<file path="config.mk">
export PLATFORM = sky130hd
export DESIGN_NAME = indexed_socket_register_access
export DESIGN_NICKNAME = d
export VERILOG_FILES = /design/src/include/isra_pkg.sv /design/src/hdl/socket_regs.sv /design/src/hdl/indexed_socket_register_access.sv
export SDC_FILE = /design/constraint.sdc
export NUM_CORES = 1
export LEC_CHECK = 0
export BUFFER_PORTS_ARGS = -buffer_cell sky130_fd_sc_hd__buf_4
export CAP_MARGIN = 20
export CORE_ASPECT_RATIO = 0.5
export CORE_MARGIN = 3
export CORE_UTILIZATION = 51
export DETAILED_ROUTE_END_ITERATION = 10
export PLACE_DENSITY = 0.84
export SETUP_SLACK_MARGIN = 0.1
export SLEW_MARGIN = 20
export SYNTH_ARGS = -nofsm -noshare
export SYNTH_HDL_FRONTEND = slang
export SYNTH_SLANG_ARGS = --single-unit
</file>
<file path="constraint.sdc">
create_clock -name clock -period 2.4 [get_ports clock]
set_input_delay 0.48 -clock clock [delete_from_list [all_inputs] [get_ports clock]]
set_output_delay 0.48 -clock clock [all_outputs]
set_load 0.05 [all_outputs]
</file>
<file path="src/include/isra_pkg.sv">
package isra_pkg;

  // host i/o addresses of the selector and its companion data port
  localparam logic [15:0] SEL_ADDR = 16'h03E0;
  localparam logic [15:0] PORT_ADDR = 16'h03E1;
  localparam int NUM_SOCKETS = 2;

  // selector fields: bit 7 device, bit 6 socket, bits 5:0 register
  localparam int SEL_DEVICE_BIT = 7;
  localparam int SEL_SOCKET_BIT = 6;
  localparam logic [7:0] SOCKET_B_OFFSET = 8'h40;

  // register numbers inside one socket's 64-entry space
  localparam logic [5:0] IDX_CHIP_ID = 6'h00;
  localparam logic [5:0] IDX_SOCK_STATUS = 6'h01;
  localparam logic [5:0] IDX_SOCK_CTRL = 6'h02;
  localparam logic [5:0] IDX_SOCK_SCRATCH = 6'h03;
  localparam logic [5:0] IDX_CHIP_MISC = 6'h1F;

  // bit positions
  localparam int STAT_PIN_BIT = 0;
  localparam int STAT_EVENT_BIT = 1;
  localparam int CTRL_ENABLE_BIT = 0;
  localparam int CTRL_DISABLE_BIT = 1;
  localparam int CTRL_OUTPUT_BIT = 2;
  localparam int CTRL_COMPAT_BIT = 3;
  localparam int MISC_RESTRICTED_BIT = 7;

  // values after reset or power-good cycling
  localparam logic [7:0] SEL_RESET = 8'h00;
  localparam logic [7:0] CTRL_RESET = 8'h00;
  localparam logic [7:0] SCRATCH_RESET = 8'h00;
  localparam logic [7:0] CHIP_MISC_RESET = 8'h80;
  localparam logic [7:0] UNMAPPED_READ = 8'h00;
  localparam logic [5:0] STATUS_FIXED = 6'h00;
  // chip identity byte: value is arbitrary
  localparam logic [7:0] CHIP_ID_VALUE = 8'h5A;

  typedef struct packed {
    logic [15:0] addr;
    logic rd;
    logic wr;
    logic byteHighN;
    logic [15:0] data;
  } ioReq_t;

  typedef struct packed {
    logic [15:0] data;
    logic enLo;
    logic enHi;
  } ioRsp_t;

  typedef struct packed {
    logic outPin;
    logic funcOn;
    logic ledOn;
    logic eventFlag;
  } sockPins_t;

endpackage

</file>
<file path="src/hdl/socket_regs.sv">
module socket_regs
  import isra_pkg::*;
(
  input wire logic clock,
  input wire logic rstN,
  input wire logic powerGoodInput,
  input wire logic we,
  input wire logic [5:0] idx,
  input wire logic [7:0] wrByte,
  input wire logic cardPin,
  output logic [7:0] rdByte,
  output sockPins_t pins
);

  typedef struct packed {
    logic [7:0] ctrl;
    logic [7:0] scratch;
    logic pinSample;
    logic eventFlag;
    logic primed;
    sockPins_t pins;
  } sockState_t;

  sockState_t s;
  sockState_t next_s;

  // next state; power-good low holds ctrl, scratch and the event flag at their reset values
  always_comb begin
    next_s = s;
    next_s.pinSample = cardPin;
    // the first sample after reset only seeds the detector, so a pin
    // already high at release is not reported as an event
    next_s.primed = 1'b1;
    // a pin change sets the flag; set wins over a same-cycle clear
    next_s.eventFlag = (s.primed && cardPin != s.pinSample) |
      (s.eventFlag &
      !(we && idx == IDX_SOCK_STATUS && wrByte[STAT_EVENT_BIT]));
    if (we && idx == IDX_SOCK_CTRL) begin
      next_s.ctrl = wrByte; // compat bit stored, drives nothing
    end
    if (we && idx == IDX_SOCK_SCRATCH) begin
      next_s.scratch = wrByte;
    end
    if (!powerGoodInput) begin
      next_s.ctrl = CTRL_RESET;
      next_s.scratch = SCRATCH_RESET;
      next_s.eventFlag = 1'b0;
    end
    next_s.pins.outPin = next_s.ctrl[CTRL_OUTPUT_BIT];
    next_s.pins.funcOn = next_s.ctrl[CTRL_ENABLE_BIT];
    next_s.pins.ledOn = !next_s.ctrl[CTRL_DISABLE_BIT];
    next_s.pins.eventFlag = next_s.eventFlag;
  end

  always_ff @(posedge clock or negedge rstN) begin
    if (!rstN) begin
      s <= '{ctrl: CTRL_RESET, scratch: SCRATCH_RESET, pinSample: 1'b0,
             eventFlag: 1'b0, primed: 1'b0,
             pins: '{1'b0, 1'b0, 1'b1, 1'b0}};
    end else begin
      s <= next_s;
    end
  end

  // readback; status upper bits are fixed zero and ignore writes
  always_comb begin
    if (idx == IDX_SOCK_STATUS) begin
      rdByte = {STATUS_FIXED, s.eventFlag, s.pinSample};
    end else if (idx == IDX_SOCK_CTRL) begin
      rdByte = s.ctrl;
    end else if (idx == IDX_SOCK_SCRATCH) begin
      rdByte = s.scratch;
    end else begin
      rdByte = UNMAPPED_READ;
    end
  end

  assign pins = s.pins;
endmodule

</file>
<file path="src/hdl/indexed_socket_register_access.sv">
// Contract
// - selector sits at 03E0h, data port at 03E1h; only path inside.
// - a data port access reaches the register the selector chooses.
// - socket B copy decodes at socket A selector value plus 40h.
// - chip-wide registers are single; socket registers exist once per socket.
// - fixed bits read as constants and ignore host writes.
// - scratchpad bits store and return what the host wrote.
// - compatibility bits are stored but steer nothing.
// - an enable bit turns its function on when 1.
// - a disable bit turns its function off when 1.
// - input bits show the sampled pin; output bits drive their pin.
// - status bits are set only by events; host can only clear them.
// - read/write bits reload their reset value when power-good cycles.
// - read-only bits show their reset value after power-good cycles.
// - selector bits 5:0 register, bit 6 socket, bit 7 device.
// - selector reads back only on device 0; device 1 gives high byte.
module indexed_socket_register_access
  import isra_pkg::*;
(
  input wire logic clock,
  input wire logic arst_n,
  input wire logic powerGoodInput,
  input wire logic deviceStrap,
  input wire ioReq_t ioReq,
  input wire logic [NUM_SOCKETS-1:0] cardPin,
  output ioRsp_t ioRsp,
  output sockPins_t [NUM_SOCKETS-1:0] sockPins
);

  typedef struct packed {
    ioRsp_t rsp;
    logic [7:0] index;
    logic [7:0] chipMisc;
    logic devId;
    logic strapTaken;
  } topState_t;

  topState_t s;
  topState_t next_s;
  logic rstMeta;
  logic rstN;
  logic [7:0] sockRd [NUM_SOCKETS];
  logic [NUM_SOCKETS-1:0] sockWe;
  logic selHit;
  logic portHit;
  logic wordAcc;
  logic portWr;
  logic portRd;
  logic selRd;
  logic devMatch;
  logic chipWe;
  logic [7:0] newIndex;
  logic [7:0] portByte;
  logic [7:0] regByte;

  // reset release through two flops, assertion stays asynchronous
  always_ff @(posedge clock or negedge arst_n) begin
    if (!arst_n) begin
      rstMeta <= 1'b0;
      rstN <= 1'b0;
    end else begin
      rstMeta <= 1'b1;
      rstN <= rstMeta;
    end
  end

  // address decode; a word at the even address covers both ports
  always_comb begin
    selHit = ioReq.addr == SEL_ADDR;
    portHit = ioReq.addr == PORT_ADDR;
    wordAcc = selHit && !ioReq.byteHighN;
    // selector write lands before the port half uses it
    newIndex = (ioReq.wr && selHit) ? ioReq.data[7:0] : s.index;
    portWr = ioReq.wr && (portHit || wordAcc);
    // odd byte sits on the high lane when the high enable is active
    if (portHit && ioReq.byteHighN) begin
      portByte = ioReq.data[7:0];
    end else begin
      portByte = ioReq.data[15:8];
    end
    devMatch = newIndex[SEL_DEVICE_BIT] == s.devId;
    // chip-wide registers live only at the socket A numbers
    chipWe = portWr && devMatch && !newIndex[SEL_SOCKET_BIT] &&
      newIndex[5:0] == IDX_CHIP_MISC;
    portRd = ioReq.rd && (portHit || wordAcc) &&
      s.index[SEL_DEVICE_BIT] == s.devId;
    selRd = ioReq.rd && selHit && !s.devId;
  end

  // per-socket write strobes, bit 6 picks the copy
  generate
    for (genvar k = 0; k < NUM_SOCKETS; k++) begin : g_sock
      assign sockWe[k] = portWr && devMatch &&
        newIndex[SEL_SOCKET_BIT] == 1'(k);
      socket_regs u_sock (
        .clock(clock),
        .rstN(rstN),
        .powerGoodInput(powerGoodInput),
        .we(sockWe[k]),
        .idx(newIndex[5:0]),
        .wrByte(portByte),
        .cardPin(cardPin[k]),
        .rdByte(sockRd[k]),
        .pins(sockPins[k])
      );
    end
  endgenerate

  // byte seen through the data port for the current selector
  always_comb begin
    if (!s.index[SEL_SOCKET_BIT] && s.index[5:0] == IDX_CHIP_ID) begin
      regByte = CHIP_ID_VALUE;
    end else if (!s.index[SEL_SOCKET_BIT] &&
                 s.index[5:0] == IDX_CHIP_MISC) begin
      regByte = s.chipMisc;
    end else begin
      regByte = sockRd[s.index[SEL_SOCKET_BIT]];
    end
  end

  // next state of the host-facing registers
  always_comb begin
    next_s = s;
    if (!s.strapTaken) begin
      next_s.devId = deviceStrap; // strap caught once after release
      next_s.strapTaken = 1'b1;
    end
    next_s.index = newIndex;
    if (chipWe) begin
      // restricted bit is plain storage; host keeps to its one value
      next_s.chipMisc = portByte;
    end
    next_s.rsp.enLo = selRd || (portRd && portHit && ioReq.byteHighN);
    next_s.rsp.enHi = portRd && !(portHit && ioReq.byteHighN);
    next_s.rsp.data = 16'h0000;
    if (selRd) begin
      next_s.rsp.data[7:0] = s.index;
    end else if (next_s.rsp.enLo) begin
      next_s.rsp.data[7:0] = regByte;
    end
    if (next_s.rsp.enHi) begin
      next_s.rsp.data[15:8] = regByte;
    end
    if (!powerGoodInput) begin
      next_s.index = SEL_RESET;
      next_s.chipMisc = CHIP_MISC_RESET;
    end
  end

  always_ff @(posedge clock or negedge rstN) begin
    if (!rstN) begin
      s <= '{rsp: '{16'h0000, 1'b0, 1'b0}, index: SEL_RESET,
             chipMisc: CHIP_MISC_RESET, devId: 1'b0, strapTaken: 1'b0};
    end else begin
      s <= next_s;
    end
  end

  assign ioRsp = s.rsp;
endmodule

</file>
==> results of run 1 <==
## timing repair
item,in CTS,in global routing
gates resized for setup,5,69
pin swaps,5,33
hold buffers,1,0
setup endpoints to repair,21,40
hold endpoints to repair,2,0
setup buffers,4,14
gates cloned,0,3
## path summary, 6_finish.rpt
path	endpoint	slack [ns]	cells past startpoint
worst max-delay path	ioRsp[4]	0.03	10
min in group asynchronous	g_sock[0].u_sock.s[7]	0.29	1
worst max register to register	g_sock[0].u_sock.s[20]	0.03	9
worst min register to register	g_sock[0].u_sock.s[7]	0.29	1
max in group asynchronous	s[9]	1.76	1
worst min-delay path	g_sock[1].u_sock.s[6]	0.25	1
## power groups by stage
stage	clock network, mW	logic (mW)	registers [mW]
finish	1.38	0.210	1.30
floorplan	0	0.0739	1.34
detailed placement	0	0.198	1.32
global placement	0	0.195	1.32
global route	1.44	0.224	1.30
CTS	1.37	0.200	1.30
## final cells by class
| class | count | area, um^2 | area share, % |
|---|---|---|---|
| clock buffer | 9 | 225 | 3.83 |
| clock inverter | 7 | 73.8 | 1.25 |
| inverter | 10 | 37.5 | 0.638 |
| multi-input combinational | 295 | 2300 | 39.1 |
| sequential | 76 | 1910 | 32.4 |
| tap | 108 | 135 | 2.30 |
| timing repair buffer | 146 | 1200 | 20.4 |
## cells in the final DEF (no fill, tap or decap), types with 10 or more instances in the layout
master    synthesis  routed
nand2_1          43      41
nor2b_1          10      10
o21ai_0          38      30
mux2i_1          22      21
dfrtp_1          73      71
buf_6             1      12
buf_4            28     127
a21boi_0         10      10
nand3_1          29      27
nor2_1           15      15
## state kept, by name, indices dropped and copies added, names as in the netlist
register / flops
ioRsp: 18
g_sock.u_sock.s: 37
rstMeta: 1
g_sock.u_sock.pins: 2
s: 17
rstN: 1
## cell families after synthesis
group	after synthesis
buf+inv	59
simple gates	159
mux	31
compound gates	97
flops	76
other cells	1
xor+xnor	4
## worst max-delay path, stage by stage
cell	delay, ns
buf_4	0.12
nor4b_4	0.29
and4_4	0.27
buf_12	0.14
a21oi_4	0.08
or3_4	0.38
a221oi_2	0.38
buf_4	0.18
nor3_2	0.04
a221o_1	0.25
## per-layer routing
metal  wire [um]  global-route usage (%)
met2        6270                    40.4
met5           0                       0
met1        5660                    40.0
met3        1720                    6.91
met4         582                    8.13
==> results.md, run 1 <==
- Die X: 134 um
- Pre-CTS worst setup slack: -0.337 ns
- Cell Area, Placed: slightly above 0.005 mm^2
- Initial DRC Count: 578
- Syn avg cell area: between 9 and 10 um^2
- Clock Skews: about 0.011 ns
- Critical Path Sink Type: register
- Nets: 579
- P_int: approximately 2.2 mW
- # IOs: 67
- GRT Total Usage: 27.5%
- Drt drc: 0
- CP Launch Type: input pin
- Hold Crit Class: input pin to register
- Post-synth top area share: between 40 and 50%
- Vias in the first global route: 3639
- Final setup vio count: 0
- Count leader, synth: dfrtp_1
- Clock transition at path regs: 0.07 ns
- First-pass GRT wire length: ~20000 um
- Sink Count: 76
- Flop pwr share: between 40% and 50%
- TritonCTS clock tree: yes
- Netlist Area Pre-Place: about 0.0042 mm^2
- Crit path from: ioReq[21]
- XOR/XNOR share of the synthesized area: less than 1%
- Fraction of layout cells with a size suffix above 1: about 45%
- Compound-cell area share of the yosys netlist: between 15 and 20%
- Placed cells: a little over 600
- RSZ-0062 raised after global routing: true
- WP data arrival: ~2.6 ns
- # rows: 22
- Non-Filler Instances: 651
- Hold Worst Slack: 0.253 ns
- Die ar.: ~0.0094 mm^2
- Sw Share: between 20 and 25%
- Final TNS setup: 0 ns
- Clock buffer depth: 2
- Ys flop type: dfrtp_1
- Filler cells: between 400 and 500
- Drt total wl: between 10000 and 15000 um
- Peak Freq: 421 MHz
- Skew-Pair Late Insertion Delay: approximately 0.35 ns
- Post-synth EDFFs: 0
- Port Buf Inserts: 66
- Ant diodes: 0
- Pre-Repair DR Iteration Count: 6
- Die height: between 70 and 80 um
- CTS H-tree depth: 3
- Area Overhead vs Synth: 39.8%
- Final standard cell utilization of the core: slightly below 80%
- Gpl congestion: between 0.9 and 1
- Gr ovfl total: 0
- Final HPWL DP: 9050 um
- WL/cell: 21.9 um
- Combinational Power Share: about 7.3%
- Max FO, Critical Path: 6
- CP Class: input pin to register
- Reg-to-Reg Start: s[15]
- Period utilisation layout: a little over nine tenths
- List of most frequent post-synthesis cells: dfrtp_1, nand2_1, o21ai_0
- Async S/R FF share, synth: 100%
- Final ANT Viol Nets: 0
- Worst min-delay path startpoint: cardPin[1]
- Mux cell area share after synthesis: under 10%
- Status: finished, final reports clean
- Cells after Synth: around 430
- Placeable core area: around 0.0077 mm^2
- Fin. Hold Viols: 0
- Largest family of logic cells by synthesized area: simple AND/OR/NAND/NOR gates
- Total number of vias: 4142
- Post-synth cell types: 63
- Synth warn: 0
- Design Area, Final: about 0.0059 mm^2
- Yosys reg bits: between 70 and 80
- Final WS setup: roughly 0.026 ns
- Sequential area share after synthesis: 45.3%
- Leakage power: 2.73 nW
- Maxcap violations: 0
- Clk root buf: clkbuf_16
- Vias/cell: ~6.4
- Worst-margin pin slew: around 0.58 ns
- Initial antenna violation count: 0
- Pin count of the biggest net entering global routing: between 70 and 80
- Pwr Total: approximately 2.9 mW
- Clock power share: around 48%
- Starting density of the core: 55.0%
- Sw power: roughly 700 uW
- Simple logic cell fraction of the synthesized area: ~22%
- Synth top area cells: dfrtp_1, mux2i_1, buf_4
- Fin. max-slew vios: 0
- WP data required: about 2.6 ns
- Clock period minus worst slack: ~2.4 ns
- Area leader, netlist: dfrtp_1
- Max rail drop VDD: roughly 0.32 mV
- Pwr dens: 491 mW/mm^2
- TritonCTS Buffers: 9
- Relative slew margins: between 60% and 70%
- Post-Synth Adder-Cell Area: 0%
No activity file was read; power rests on OpenSTA's default activity.
==> inputs of run 2 (changes only) <==
--- a/config.mk
+++ b/config.mk
@@ -7,11 +7,14 @@
 export LEC_CHECK = 0
 export BUFFER_PORTS_ARGS = -buffer_cell sky130_fd_sc_hd__buf_4
 export CAP_MARGIN = 20
+export CELL_PAD_IN_SITES_DETAIL_PLACEMENT = 0
+export CELL_PAD_IN_SITES_GLOBAL_PLACEMENT = 1
 export CORE_ASPECT_RATIO = 0.5
 export CORE_MARGIN = 3
-export CORE_UTILIZATION = 51
+export CORE_UTILIZATION = 40
 export DETAILED_ROUTE_END_ITERATION = 10
-export PLACE_DENSITY = 0.84
+export GPL_TIMING_DRIVEN = 0
+export PLACE_DENSITY = 0.85
 export SETUP_SLACK_MARGIN = 0.1
 export SLEW_MARGIN = 20
 export SYNTH_ARGS = -nofsm -noshare
==> results.md, run 2 (same netlist as run 1, synthesis figures left out) <==
- Status: finished, final reports clean
- Worst-margin pin slew: about 0.87 ns
- Pre-Repair DR Iteration Count: 5
- Most flops, register: g_sock.u_sock.s
- Critical Path Sink Type: register
- GRT Total Usage: between 20 and 25%
- Nets: 564
- Final setup vio count: 0
- Final TNS setup: 0 ns
- M1 WL: roughly 5800 um
- Max rail drop VDD: ~0.27 mV
- CP Launch Type: input pin
- Fin. max-slew vios: 0
- Flop2flop setup slack: about 0.06 ns
- WL met3: ~1300 um
- Starting density of the core: 42.8%
- Pre-CTS worst setup slack: -0.557 ns
- TritonCTS Buffers: 9
- First-pass GRT wire length: 19800 um
- WP data required: 2.61 ns
- Drt drc: 0
- TritonCTS clock tree: yes
- Cell Area, Placed: 0.00501 mm^2
- CTS H-tree depth: 3
- Maxcap violations: 0
- Gpl congestion: between 0.8 and 0.9
- Max FO, Critical Path: 6
- # IOs: between 60 and 70
- Initial DRC Count: between 300 and 400
- # rows: 25
- Fraction of layout cells with a size suffix above 1: between 30% and 40%
- Pwr dens: ~500 mW/mm^2
- Clock period minus worst slack: 2.38 ns
- Vias in the first global route: approximately 3600
- Total number of vias: around 3700
- Most frequent cells in the layout: buf_4, dfrtp_1, nand2_1, o21ai_0, nand3_1
- Wire length on met2: about 5400 um
- R2r worst-path depth: 9
- Design Area, Final: ~0.0057 mm^2
- Placeable core area: ~0.0098 mm^2
- Period utilisation layout: 99.2%
- Sink Count: 76
- Ant diodes: 0
- Clock transition at path regs: 0.06 ns
- Peak Freq: around 420 MHz
- Final ANT Viol Nets: 0
- Reg-to-Reg Start: s[15]
- Pwr Total: around 2.9 mW
- Relative slew margins: around two fifths
- Vias/cell: roughly 5.6
- Max layer used: met4
- Final WS setup: roughly 0.018 ns
- Clock Skews: a little under 0.007 ns
- RSZ-0062 raised after global routing: true
- R2r endpoint: ioRsp[17]
- Initial antenna violation count: 0
- Die ar.: 0.0119 mm^2
- WP data arrival: approximately 2.6 ns
- Gr ovfl total: 0
- Filler cells: between 800 and 900
- Commonest non-fill, non-tap cell in the layout: buf_4
- Skew-Pair Late Insertion Delay: roughly 0.34 ns
- Drt total wl: roughly 13000 um
- Leakage power: ~2.6 nW
- Port Buf Inserts: 65
- Clk root buf: clkbuf_16
- Final HPWL DP: ~9000 um
- Die X: between 150 and 200 um
- WL/cell: approximately 19 um
- Hold Crit Class: register to async pin
- Fin. Hold Viols: 0
- Hold Worst Slack: around 0.22 ns
- Pin count of the biggest net entering global routing: 55
- Clock buffer depth: 2
- Die height: 78.5 um
- Max reg flops: 37
- Area Overhead vs Synth: 36.5%
- CP Class: input pin to register
run 2: worst max-delay path by stage:
| stage | start | slack [ns] | end | depth (start not counted) |
|---|---|---|---|---|
| after global placement | rstN | -0.71 | ioRsp[11] | 0 |
| after floorplan | ioReq[22] | 0.04 | s[3] | 8 |
| after CTS | ioReq[22] | 0.05 | ioRsp[9] | 10 |
| final | ioReq[32] | 0.02 | ioRsp[9] | 10 |
| after global routing | ioReq[32] | -0.03 | ioRsp[9] | 10 |
| after detailed placement | ioReq[22] | -0.56 | g_sock[0].u_sock.s[9] | 10 |
run 2: final cells by class:
class                      count  area [um^2]  area share (%)
inverter                      10         38.8           0.676
tap                          135          169            2.94
multi-input combinational    293         2250            39.3
buffer                        48          365            6.36
clock buffer                  12          246            4.29
sequential                    76         1910            33.3
clock inverter                 4         51.3           0.893
timing repair buffer          85          704            12.3
run 2: power by group:
| group | internal [mW] | switching, mW |
|---|---|---|
| clock network | 0.834 | 0.525 |
| registers | 1.29 | 0.0152 |
| logic | 0.0874 | 0.109 |
| total | 2.21 | 0.649 |
run 2: what timing repair did:
item                       CTS  global route
cloned                       0             1
hold buffers                 1             0
pin swaps                   19             4
setup buffers               14             3
resized for setup           36            32
hold endpoints to repair     2             0
setup endpoints to repair   57            48
run 2: per-layer routing:
layer	vias up	GRT usage, %
met5	-	0
met1	1787	32.7
met2	177	31.6
met3	21	5.94
met4	0	7.59
li1	1697	-
run 2: through the flow:
| step | utilization [%] | std cells |
|---|---|---|
| global route | 58.5 | 663 |
| CTS | 57.0 | 659 |
| finish | 58.5 | 663 |
| detailed placement | 51.0 | 629 |
| floorplan | - | 428 |
| global placement | 50.7 | 628 |
run 2: worst max-delay path: stages:
cell,delay [ns]
buf_6,0.09
nor4b_4,0.29
and4_1,0.25
buf_6,0.16
a211oi_4,0.09
or2_4,0.28
buf_4,0.15
a221oi_2,0.40
nor3_2,0.09
a221o_1,0.30
==> inputs of run 3 (changes only) <==
--- a/config.mk
+++ b/config.mk
@@ -15,6 +15,7 @@
 export DETAILED_ROUTE_END_ITERATION = 10
 export GPL_TIMING_DRIVEN = 0
 export PLACE_DENSITY = 0.85
+export RECOVER_POWER = 25
 export SETUP_SLACK_MARGIN = 0.1
 export SLEW_MARGIN = 20
 export SYNTH_ARGS = -nofsm -noshare
==> results.md, run 3 (same netlist as run 1, synthesis figures left out) <==
- Peak Freq: approximately 420 MHz
- Clock buffer depth: 2
- Relative slew margins: between 30 and 40%
- WP data arrival: 2.60 ns
- Hold Worst Slack: 0.282 ns
- Crit-path most repeated cell: buf_6
- Pre-Repair DR Iteration Count: 5
- Highest-delay cell along the critical path: a221oi_2
- GRT Total Usage: 22.3%
- Drt drc: 0
- Worst min-delay path startpoint: cardPin[1]
- Most frequent cells in the layout: buf_4, dfrtp_1, nand2_1, o21ai_0, nand3_1
- Commonest non-fill, non-tap cell in the layout: buf_4
- Clock Skews: roughly 0.0075 ns
- # rows: 25
- Largest stage delay, worst path: about 0.4 ns
- Drt total wl: 12700 um
- WP data required: between 2 and 3 ns
- R2r worst-path depth: 9
- Starting density of the core: around 43%
- Die X: around 150 um
- Ant diodes: 0
- Vias in the first global route: 3553
- Final WS setup: 0.0102 ns
- Critical Path Sink Type: register
- Clock transition at path regs: 0.06 ns
- TritonCTS Buffers: 9
- Hold Crit Class: input pin to register
- R2r endpoint: ioRsp[12]
- Vias/cell: ~5.5
- CP cell instances: buf_6 -> nor4b_4 -> and4_1 -> buf_6 -> a211oi_4 -> or2_4 -> buf_4 -> a221oi_2 -> nor3_2 -> a221o_1
- Most flops, register: g_sock.u_sock.s
- Pre-CTS worst setup slack: -0.557 ns
- Die height: 78.5 um
- Final setup vio count: 0
- RSZ-0062 raised after global routing: true
- CP Launch Type: input pin
- Initial DRC Count: ~360
- First-pass GRT wire length: 19800 um
- Maxcap violations: 0
- Fin. max-slew vios: 0
- WL/cell: between 15 and 20 um
- Max reg flops: 37
- Total number of vias: between 3000 and 4000
- Pin count of the biggest net entering global routing: 55
- Area Overhead vs Synth: 36.1%
- Hold EP: g_sock[1].u_sock.s[6]
- Period utilisation layout: 99.6%
- Clk root buf: clkbuf_16
- TritonCTS clock tree: yes
- Leakage power: about 2.6 nW
- Max FO, Critical Path: 6
- Max rail drop VDD: 0.271 mV
- Reg-to-Reg Start: s[15]
- # IOs: 67
- Fin. Hold Viols: 0
- Gr ovfl total: 0
- Port Buf Inserts: 65
- Final HPWL DP: approximately 9000 um
- Gpl congestion: 0.879
- Worst-margin pin slew: 0.909 ns
- CTS H-tree depth: 3
- Initial antenna violation count: 0
- Min-Delay Path Depth: 1
- Nets: roughly 560
- Status: finished, final reports clean
- Flop2flop setup slack: about 0.070 ns
- CP Class: input pin to register
- Placeable core area: about 0.0098 mm^2
- Pwr dens: 499 mW/mm^2
- Die ar.: 0.0119 mm^2
- Skew-Pair Late Insertion Delay: 0.34 ns
- Final ANT Viol Nets: 0
- Fraction of layout cells with a size suffix above 1: roughly two fifths
- Clock period minus worst slack: 2.39 ns
- Sink Count: 76
==> run 3: layout make-up <==
| class | count | area [um^2] |
|---|---|---|
| buffer | 48 | 365 |
| clock buffer | 12 | 246 |
| clock inverter | 4 | 51.3 |
| fill | 828 | 4100 |
| inverter | 10 | 38.8 |
| multi-input combinational | 293 | 2250 |
| sequential | 76 | 1910 |
| tap | 135 | 169 |
| timing repair buffer | 85 | 693 |
==> run 3: what timing repair did <==
item | 4_1_cts | 5_1_grt
hold buffers | 1 | 0
endpoints found under the setup margin | 57 | 48
cloned | 0 | 1
pin swaps | 19 | 4
resized for setup | 36 | 32
hold endpoints to repair | 2 | 0
buffers inserted | 14 | 3
==> run 3: worst max path at each step <==
stage | startpoint | end | slack, ns | cells past startpoint
floorplan | ioReq[22] | s[3] | 0.04 | 8
global placement | rstN | ioRsp[11] | -0.71 | 0
detailed placement | ioReq[22] | g_sock[0].u_sock.s[9] | -0.56 | 10
CTS | ioReq[22] | ioRsp[9] | 0.05 | 10
global route | ioReq[32] | ioRsp[9] | -0.03 | 10
finish | ioReq[32] | ioRsp[9] | 0.01 | 10
==> run 3: metal layers <==
layer	share of wire, %	GRT usage (%)	vias to the layer above
met3	9.8	5.94	17
met4	2.1	7.59	0
met5	0	0	-
li1	-	-	1693
met2	42	31.6	188
met1	46	32.7	1763
==> run 3: critical path: cells and delay by family <==
family	cells	cell delay [ns]
compound gates	3	0.79
buf+inv	3	0.40
simple gates	4	0.91
==> run 3: metrics by stage <==
step	instance area [um^2]	TNS (ns)	power (mW)	util [%]	instances
finish	5730	0	2.86	58.3	663
floorplan	4320	0	1.41	-	428
global placement	4980	-74.44	1.51	50.7	628
global route	5730	-0.104	2.95	58.3	663
CTS	5590	0	2.87	57.0	659
detailed placement	5010	-23.62	1.52	51.0	629
==> run 3: report_power, final <==
part / total, mW / switching, mW / internal, mW
combinational: 0.195 / 0.109 / 0.0854
sequential: 1.31 / 0.0151 / 1.29
clock: 1.36 / 0.525 / 0.834
total: 2.86 / 0.649 / 2.21
